<file path="config.mk">
export PLATFORM = sky130hd
export DESIGN_NAME = dma_irq_regs
export DESIGN_NICKNAME = d
export VERILOG_FILES = /design/src/verilog/dma_irq_pkg.sv /design/src/verilog/dma_irq_regs.sv
export VERILOG_INCLUDE_DIRS = /design/src /design/src/verilog
export SDC_FILE = /design/constraint.sdc
export NUM_CORES = 1
export LEC_CHECK = 0
export BUFFER_PORTS_ARGS = -buffer_cell sky130_fd_sc_hd__buf_2
export CAP_MARGIN = 20
export CORE_ASPECT_RATIO = 1.5
export CORE_MARGIN = 10
export CORE_UTILIZATION = 60
export CTS_CLUSTER_SIZE = 24
export DETAILED_ROUTE_END_ITERATION = 16
export PLACE_DENSITY = 0.85
export SLEW_MARGIN = 30
export SYNTH_ARGS = -nofsm -noshare
export SYNTH_HDL_FRONTEND = slang
export SYNTH_SLANG_ARGS = --single-unit
</file>
<file path="constraint.sdc">
create_clock -name ref_clk -period 2.7 [get_ports ref_clk]
set_input_delay 0.27 -clock ref_clk [delete_from_list [all_inputs] [get_ports ref_clk]]
set_output_delay 0.27 -clock ref_clk [all_outputs]
set_load 0.05 [all_outputs]
</file>
<file path="src/verilog/dma_irq_params.svh">
// register offsets, field positions and reset values of the dma irq block
`ifndef DMA_IRQ_PARAMS_SVH
`define DMA_IRQ_PARAMS_SVH

// ----------------------------------------------------------------
// register offsets (byte addresses)
// ----------------------------------------------------------------
`define OFF_COMB_MASKED 12'h000
`define OFF_TC_MASKED 12'h004
`define OFF_TC_CLEAR 12'h008
`define OFF_ERR_MASKED 12'h00C
`define OFF_ERR_CLEAR 12'h010
`define OFF_TC_RAW 12'h014
`define OFF_ERR_RAW 12'h018
`define OFF_CHAN_ON 12'h01C
`define OFF_SW_BURST 12'h020
`define OFF_SW_SINGLE 12'h024
`define OFF_SW_LAST_BURST 12'h028
`define OFF_SW_LAST_SINGLE 12'h02C
`define OFF_EVT_STATUS 12'h040
`define OFF_EVT_MASK 12'h044

// ----------------------------------------------------------------
// fields and reset values
// ----------------------------------------------------------------
`define EVT_BIT_TC 0
`define EVT_BIT_ERR 1
`define EVT_BIT_SW_DONE 2
`define RST_CH 8'h00
`define RST_SRC 16'h0000
`define RST_EVT 3'h0
`define RST_WORD 32'h0000_0000

`endif

</file>
<file path="src/verilog/dma_irq_pkg.sv">
// types shared by the dma irq and software request block
package dma_irq_pkg;
    localparam int NUM_CH = 8;
    localparam int NUM_SRC = 16;
    localparam int NUM_EVT = 3;

    // one bit per source for each request kind
    typedef struct packed {
        logic [NUM_SRC-1:0] burst;
        logic [NUM_SRC-1:0] single;
        logic [NUM_SRC-1:0] last_burst;
        logic [NUM_SRC-1:0] last_single;
    } req_vec_t;

    // per-channel completion and error events or masks
    typedef struct packed {
        logic [NUM_CH-1:0] tc;
        logic [NUM_CH-1:0] err;
    } chan_vec_t;
endpackage

</file>
<file path="src/verilog/dma_irq_regs.sv">
// dma interrupt flags, channel status and software request registers
//
// Overview of operation
// - tc clear write clears each terminal-count flag whose data bit is one
// - error clear write clears each error flag whose data bit is one
// - error masked status reads error flags anded with mask
// - raw tc status shows terminal-count flags before masking
// - raw error status shows error flags before masking
// - enabled status mirrors each channel's configuration enable bit
// - enabled status bit clears when that channel's transfer completes
// - writing one to burst register raises burst request
// - writing one to single register raises single request
// - writing one to last-burst register raises last-burst request
// - writing one to last-single register raises last-single request
// - software request bits clear when serving transaction completes
// - zero bits written to request registers change nothing
// - request register reads show software-set pending sources of that kind, not hardware lines
// - hardware line and software bit raise the same request
// - combined status is masked tc or masked error per channel
//
// Our own choice: the APB register port.
`timescale 1ns/100ps
`default_nettype none
`include "dma_irq_params.svh"

module dma_irq_regs
    import dma_irq_pkg::*;
(
    input wire logic ref_clk,
    input wire logic rst_b,
    input wire logic psel,
    input wire logic penable,
    input wire logic pwrite,
    input wire logic [11:0] paddr,
    input wire logic [31:0] pwdata,
    output logic [31:0] prdata,
    output logic pready,
    output logic pslverr,
    input wire chan_vec_t chan_event,
    input wire chan_vec_t chan_mask,
    input wire logic [NUM_CH-1:0] channel_config,
    input wire logic [NUM_CH-1:0] chan_done,
    input wire req_vec_t hw_req,
    input wire logic [NUM_SRC-1:0] req_done,
    output req_vec_t req_out,
    output logic tc_irq_out,
    output logic error_irq_out,
    output logic combined_irq_out,
    output logic evt_irq_out
);

    // ----------------------------------------------------------------
    // apb decode
    // ----------------------------------------------------------------
    function automatic logic hit(input logic [11:0] a,
                                 input logic [11:0] off);
        hit = (a == off);
    endfunction

    logic wr_acc;
    logic rd_acc;
    logic setup;
    assign setup = psel & ~penable;
    assign wr_acc = psel & penable & pwrite;
    assign rd_acc = psel & penable & ~pwrite;

    // ----------------------------------------------------------------
    // interrupt flags
    // ----------------------------------------------------------------
    logic [NUM_CH-1:0] tc_flag_r;
    logic [NUM_CH-1:0] err_flag_r;
    logic [NUM_CH-1:0] tc_clr;
    logic [NUM_CH-1:0] err_clr;
    logic [NUM_CH-1:0] tc_masked;
    logic [NUM_CH-1:0] err_masked;
    logic [NUM_CH-1:0] comb_masked;

    assign tc_clr = (wr_acc && hit(paddr, `OFF_TC_CLEAR)) ?
                    pwdata[NUM_CH-1:0] : `RST_CH;
    assign err_clr = (wr_acc && hit(paddr, `OFF_ERR_CLEAR)) ?
                     pwdata[NUM_CH-1:0] : `RST_CH;
    assign tc_masked = tc_flag_r & chan_mask.tc;
    assign err_masked = err_flag_r & chan_mask.err;
    assign comb_masked = tc_masked | err_masked;

    // a new event in the clearing cycle wins so it is never lost
    always_ff @(posedge ref_clk or negedge rst_b) begin
        if (!rst_b) begin
            tc_flag_r <= `RST_CH;
            err_flag_r <= `RST_CH;
        end else begin
            tc_flag_r <= (tc_flag_r & ~tc_clr) | chan_event.tc;
            err_flag_r <= (err_flag_r & ~err_clr) | chan_event.err;
        end
    end

    // registered so the irq lines are glitch free
    always_ff @(posedge ref_clk or negedge rst_b) begin
        if (!rst_b) begin
            tc_irq_out <= 1'b0;
            error_irq_out <= 1'b0;
            combined_irq_out <= 1'b0;
        end else begin
            tc_irq_out <= |tc_masked;
            error_irq_out <= |err_masked;
            combined_irq_out <= |comb_masked;
        end
    end

    // ----------------------------------------------------------------
    // enabled channel status
    // ----------------------------------------------------------------
    logic [NUM_CH-1:0] chan_on_r;
    logic [NUM_CH-1:0] cfg_d_r;

    // completion drops the bit even while the enable input stays high;
    // it comes back only on a fresh enable edge
    generate
        for (genvar c = 0; c < NUM_CH; c++) begin : g_chan
            always_ff @(posedge ref_clk or negedge rst_b) begin
                if (!rst_b) begin
                    chan_on_r[c] <= 1'b0;
                    cfg_d_r[c] <= 1'b0;
                end else begin
                    cfg_d_r[c] <= channel_config[c];
                    if (chan_done[c]) begin
                        chan_on_r[c] <= 1'b0;
                    end else if (channel_config[c] && !cfg_d_r[c]) begin
                        chan_on_r[c] <= 1'b1;
                    end else if (!channel_config[c]) begin
                        chan_on_r[c] <= 1'b0;
                    end
                end
            end
        end
    endgenerate

    // ----------------------------------------------------------------
    // hardware request synchronisers
    // ----------------------------------------------------------------
    req_vec_t hw_s1_r;
    req_vec_t hw_s2_r;
    req_vec_t hw_s3_r;
    req_vec_t hw_filt_r;

    // a change counts only when the second and third stage agree
    always_ff @(posedge ref_clk or negedge rst_b) begin
        if (!rst_b) begin
            hw_s1_r <= '0;
            hw_s2_r <= '0;
            hw_s3_r <= '0;
            hw_filt_r <= '0;
        end else begin
            hw_s1_r <= hw_req;
            hw_s2_r <= hw_s1_r;
            hw_s3_r <= hw_s2_r;
            hw_filt_r <= (hw_s2_r & hw_s3_r) |
                         (hw_filt_r & (hw_s2_r ^ hw_s3_r));
        end
    end

    // ----------------------------------------------------------------
    // software request registers, index 3 burst .. 0 last single
    // ----------------------------------------------------------------
    logic [3:0][NUM_SRC-1:0] sw_r;
    logic [3:0][NUM_SRC-1:0] sw_set;
    logic [NUM_SRC-1:0] sw_any;

    generate
        for (genvar t = 0; t < 4; t++) begin : g_sw
            localparam logic [11:0] OFF =
                12'(`OFF_SW_BURST + 4 * (3 - t));
            assign sw_set[t] = (wr_acc && hit(paddr, OFF)) ?
                               pwdata[NUM_SRC-1:0] : `RST_SRC;
            // set beats the completion clear in the same cycle
            always_ff @(posedge ref_clk or negedge rst_b) begin
                if (!rst_b) begin
                    sw_r[t] <= `RST_SRC;
                end else begin
                    sw_r[t] <= (sw_r[t] & ~req_done) | sw_set[t];
                end
            end
        end
    endgenerate

    assign sw_any = sw_r[3] | sw_r[2] | sw_r[1] | sw_r[0];

    always_ff @(posedge ref_clk or negedge rst_b) begin
        if (!rst_b) begin
            req_out <= '0;
        end else begin
            req_out <= hw_filt_r | req_vec_t'(sw_r);
        end
    end

    // ----------------------------------------------------------------
    // event status, read to clear, with mask and one irq line
    // ----------------------------------------------------------------
    logic [NUM_EVT-1:0] evt_r;
    logic [NUM_EVT-1:0] evt_mask_r;
    logic [NUM_EVT-1:0] evt_set;
    logic evt_rd;

    always_comb begin
        evt_set = `RST_EVT;
        evt_set[`EVT_BIT_TC] = |chan_event.tc;
        evt_set[`EVT_BIT_ERR] = |chan_event.err;
        evt_set[`EVT_BIT_SW_DONE] = |(req_done & sw_any);
    end
    assign evt_rd = rd_acc && hit(paddr, `OFF_EVT_STATUS);

    always_ff @(posedge ref_clk or negedge rst_b) begin
        if (!rst_b) begin
            evt_r <= `RST_EVT;
        end else if (evt_rd) begin
            // only the bits shown in prdata are cleared, so an event
            // landing on the setup edge survives the read
            evt_r <= (evt_r & ~prdata[NUM_EVT-1:0]) | evt_set;
        end else begin
            evt_r <= evt_r | evt_set;
        end
    end

    always_ff @(posedge ref_clk or negedge rst_b) begin
        if (!rst_b) begin
            evt_mask_r <= `RST_EVT;
        end else if (wr_acc && hit(paddr, `OFF_EVT_MASK)) begin
            evt_mask_r <= pwdata[NUM_EVT-1:0];
        end
    end

    always_ff @(posedge ref_clk or negedge rst_b) begin
        if (!rst_b) begin
            evt_irq_out <= 1'b0;
        end else begin
            evt_irq_out <= |(evt_r & evt_mask_r);
        end
    end

    // ----------------------------------------------------------------
    // read mux, sampled in the setup phase
    // ----------------------------------------------------------------
    logic [31:0] rd_nxt;
    logic miss_nxt;
    logic miss_r;

    // undefined upper bits read as zero
    always_comb begin
        rd_nxt = `RST_WORD;
        miss_nxt = 1'b0;
        case (paddr)
            `OFF_COMB_MASKED: rd_nxt[NUM_CH-1:0] = comb_masked;
            `OFF_TC_MASKED: rd_nxt[NUM_CH-1:0] = tc_masked;
            `OFF_ERR_MASKED: rd_nxt[NUM_CH-1:0] = err_masked;
            `OFF_TC_RAW: rd_nxt[NUM_CH-1:0] = tc_flag_r;
            `OFF_ERR_RAW: rd_nxt[NUM_CH-1:0] = err_flag_r;
            `OFF_CHAN_ON: rd_nxt[NUM_CH-1:0] = chan_on_r;
            `OFF_SW_BURST: rd_nxt[NUM_SRC-1:0] = sw_r[3];
            `OFF_SW_SINGLE: rd_nxt[NUM_SRC-1:0] = sw_r[2];
            `OFF_SW_LAST_BURST: rd_nxt[NUM_SRC-1:0] = sw_r[1];
            `OFF_SW_LAST_SINGLE: rd_nxt[NUM_SRC-1:0] = sw_r[0];
            `OFF_EVT_STATUS: rd_nxt[NUM_EVT-1:0] = evt_r;
            `OFF_EVT_MASK: rd_nxt[NUM_EVT-1:0] = evt_mask_r;
            `OFF_TC_CLEAR,
            `OFF_ERR_CLEAR: rd_nxt = `RST_WORD;
            default: miss_nxt = 1'b1;
        endcase
    end

    always_ff @(posedge ref_clk or negedge rst_b) begin
        if (!rst_b) begin
            prdata <= `RST_WORD;
            miss_r <= 1'b0;
        end else if (setup) begin
            prdata <= pwrite ? `RST_WORD : rd_nxt;
            miss_r <= miss_nxt;
        end
    end

    // zero wait states keep the master simple
    assign pready = 1'b1;
    assign pslverr = psel & penable & miss_r;
endmodule

`default_nettype wire

</file>
==> flow_summary_export.csv <==
group,metric,value,unit
clock_network,cts_made_buffers,40,
clock_network,cts-htree-levels,2,
drt,drtAntennaViolNets,0,
timing,fin_setup_tns,0,ns
global_routing,grt_overflow_total,0,
synth,yosys.cell_types.count,65,
synth,synth_seq_area_share,69.9,%
clock_network,cts_max_path_buffers,3,
clock_network,insertion_delay,0.55,ns
synth,synth.top_cell.area_share,69.9,%
placement,dp_hpwl,30500,µm
placement,portBuffers,245,
die,core,0.0259,mm²
worst_hold_path,hold_path_class,"input pin to register",
timing,clock_skew,0.0133,ns
power,ir_worst_vdd,0.740,mV
global_routing,grt_pass1_vias,12200,
setup_path,required,3.14,ns
timing,fin_ws,0.473,ns
placement,gp_congestion,0.933,
layout,final_nets,1724,
drt,drtPass1Iterations,8,
setup_path,reg2reg_depth,5,
setup_path,worstPathMaxFanout,9,
setup_path,max_stage_delay,0.65,ns
synth,syn_avg_cell_area,14.7,µm²
setup_path,path_class,"input pin to register",
setup_path,endpoint,"evt_r[0]$_DFF_PN0_",
setup_path,crit_chain,"buf_2 > nor4_4 > nand2_2 > or4_1 > o21ai_0 > nand3_1 > dlygate4sd3_1",
synth,yosysMostFrequentCell,"dfrtp_1",
drt,wire_per_inst,25.4,µm
clock_network,cts_tree,"built",
setup_path,startpoint,"paddr[0]",
setup_path,worstSetupEndpointType,"register",
setup_path,reg2reg_to,"evt_r[2]$_DFF_PN0_",
clock_network,root_buffer,"clkbuf_16",
run_status,status,"finished, final reports clean",
setup_path,arrival,2.67,ns
clock_network,cts_setup_buffers,0,
setup_path,cp_slowest_cell,"or4_1",
power,p_leak,0.0100,µW
synth,synth-main-ff-cell,"dfrtp_1",
synth,synthTopCellsByArea,"dfrtp_1 (70%), ha_1 (5.0%), a22o_1 (3.9%), a21o_1 (3.8%), or2_2 (2.6%)",
global_routing,antenna_found_initial,10,
drt,wl,47100,µm
global_routing,grt_start_max_net_pins,88,
timing,period_share,82.5,%
setup_path,r2r-start,"sw_r[23]$_DFF_PN0_",
synth,async_flop_share,100,%
clock_network,cts_hold_buf,106,
setup_path,critPathLaunchType,"input pin",
drt,drc,0,
clock_network,cts.sinks,443,
die,row_count,72,
clock_network,clk_pin_slew,0.07,ns
drt,vias,10900,
timing,max_freq,449,MHz
global_routing,grt_util_all_layers,28.0,%
global_routing,grt_pass1_wl,72300,µm
timing,tightest_slew,0.788,ns
synth,synth_edf_count,0,
timing,slew_viol_final,0,
layout,utilization,77.8,%
synth,yosys.area.top_type,"dfrtp_1",
setup_path,r2r_slack,0.88,ns
synth,synth_common_cells,"dfrtp_1 (443), a21o_1 (81), a22o_1 (71)",
synth,synth_warnings,0,
timing,finalSetupViolations,0,
drt,viasPerCell,5.88,
timing,final_hold_viol_count,0,
clock_network,ctsResizeCount,0,
synth,ys_seq_elements,443,
synth,synthesis.instances,1079,
synth,syn_area,0.0159,mm²
timing,finalCriticalPeriod,2.23,ns
drt,dr.first_iter.drc_count,880,
power,p_per_area,739,mW/mm²
die,pin_count,279,
layout,drive_above_1_share,29.3,%
die,die_width,153,µm
layout,synthToLayoutAreaGrowth,27.3,%
timing,slew_headroom,46.8,%
run,drv_cap,0,
die,start_util,61.1,%
placement,place_ws,0.468,ns
die,die-area,0.0335,mm²
die,die_y,219,µm
timing,rsz0062_at_grt,"no",
## placed cells by master, fill, tap and decap left out, drive strengths merged, types with 4 or more instances in the layout
| cell type | Yosys | final |
|---|---|---|
| nand3 | 12 | 12 |
| nor2 | 11 | 11 |
| a222oi | 4 | 4 |
| o22ai | 6 | 6 |
| o41ai | 17 | 17 |
| bufinv | 0 | 6 |
| clkinv | 0 | 9 |
| nor3b | 11 | 11 |
| a31oi | 4 | 4 |
| a21o | 81 | 81 |
| buf | 32 | 286 |
| nor2b | 12 | 12 |
| nor3 | 14 | 14 |
| dlygate4sd3 | 0 | 106 |
| a21oi | 7 | 7 |
| mux2 | 6 | 6 |
| nand2 | 61 | 61 |
| diode | 0 | 9 |
| a221oi | 4 | 4 |
| nand4 | 8 | 8 |
| dfrtp | 443 | 443 |
| o21ai | 24 | 24 |
| conb | 2 | 17 |
| inv | 22 | 25 |
| a22oi | 13 | 13 |
| ha | 64 | 64 |
| a22o | 71 | 71 |
| and3 | 4 | 4 |
| clkbuf | 13 | 56 |
| or2 | 66 | 66 |
| mux2i | 7 | 7 |
| nor4 | 11 | 11 |
| a32oi | 8 | 8 |
## routing by layer
layer | wire (µm) | up-vias | track usage, %
met4 | 2140 | 4 | 13.4
met2 | 25100 | 585 | 50.2
met3 | 3660 | 143 | 6.87
li1 | - | 4677 | -
met1 | 16200 | 5509 | 30.6
met5 | 23 | - | 0
## sequential cells by signal, summed over array words and instances, names as in the netlist, 16 cells and up
| name | cells |
|---|---|
| hw_filt_r | 64 |
| hw_s1_r | 64 |
| hw_s2_r | 64 |
| hw_s3_r | 64 |
| prdata | 16 |
| req_out | 64 |
| sw_r | 64 |
## per-stage QoR
stage / hold WS, ns / power, µW / area, µm² / instances
floorplan: -0.0256 / 8060 / 15900 / 1094
global route: 0.0312 / 15400 / 20200 / 1854
detailed placement: 0.335 / 8650 / 17700 / 1668
global placement: 0.328 / 8580 / 17700 / 1668
CTS: 0.0114 / 14900 / 20200 / 1848
finish: 0.0260 / 14900 / 20200 / 1857
## final cells by class
| type | count | area (µm²) |
|---|---|---|
| fill | 1495 | 5760 |
| multi-input combinational | 584 | 4470 |
| clock buffer | 56 | 1170 |
| clock inverter | 18 | 274 |
| inverter | 22 | 82.6 |
| tap | 333 | 417 |
| antenna | 9 | 22.5 |
| timing repair buffer | 392 | 2660 |
| sequential | 443 | 11100 |
## cell families after synthesis
logic type	Yosys count	synth area share, %
flops	443	69.9
compound gates	259	12.7
simple gates	229	8.84
buf+inv	67	2.34
fa+ha+maj	64	5.05
mux	15	1.15
other cells	2	0.0474
## critical path: cells and delay by family
family	cells	cell delay, ns
simple gates	4	1.47
buf+inv	2	0.69
compound gates	1	0.23
## how the worst min path moves through the flow
stage                                     start  depth (start not counted)                    end  slack, ns
after floorplan                           rst_b                          0   cfg_d_r[0]$_DFF_PN0_      -0.03
after global placement                    rst_b                          1  hw_s1_r[44]$_DFF_PN0_       0.33
after detailed placement  hw_s1_r[38]$_DFF_PN0_                          0  hw_s2_r[38]$_DFF_PN0_       0.33
after CTS                             pwdata[4]                          2     sw_r[52]$_DFF_PN0_       0.01
after global routing                  pwdata[4]                          2     sw_r[20]$_DFF_PN0_       0.03
final                                 pwdata[4]                          2     sw_r[52]$_DFF_PN0_       0.03
## where the power goes
part	internal [µW]	total [µW]	switching, µW	leakage [µW]
Sequential	7010	7190	181	0.00538
Combinational	516	1520	1000	0.00391
Clock	3650	6220	2570	0.000714
No activity file was read; power rests on OpenSTA's default activity.
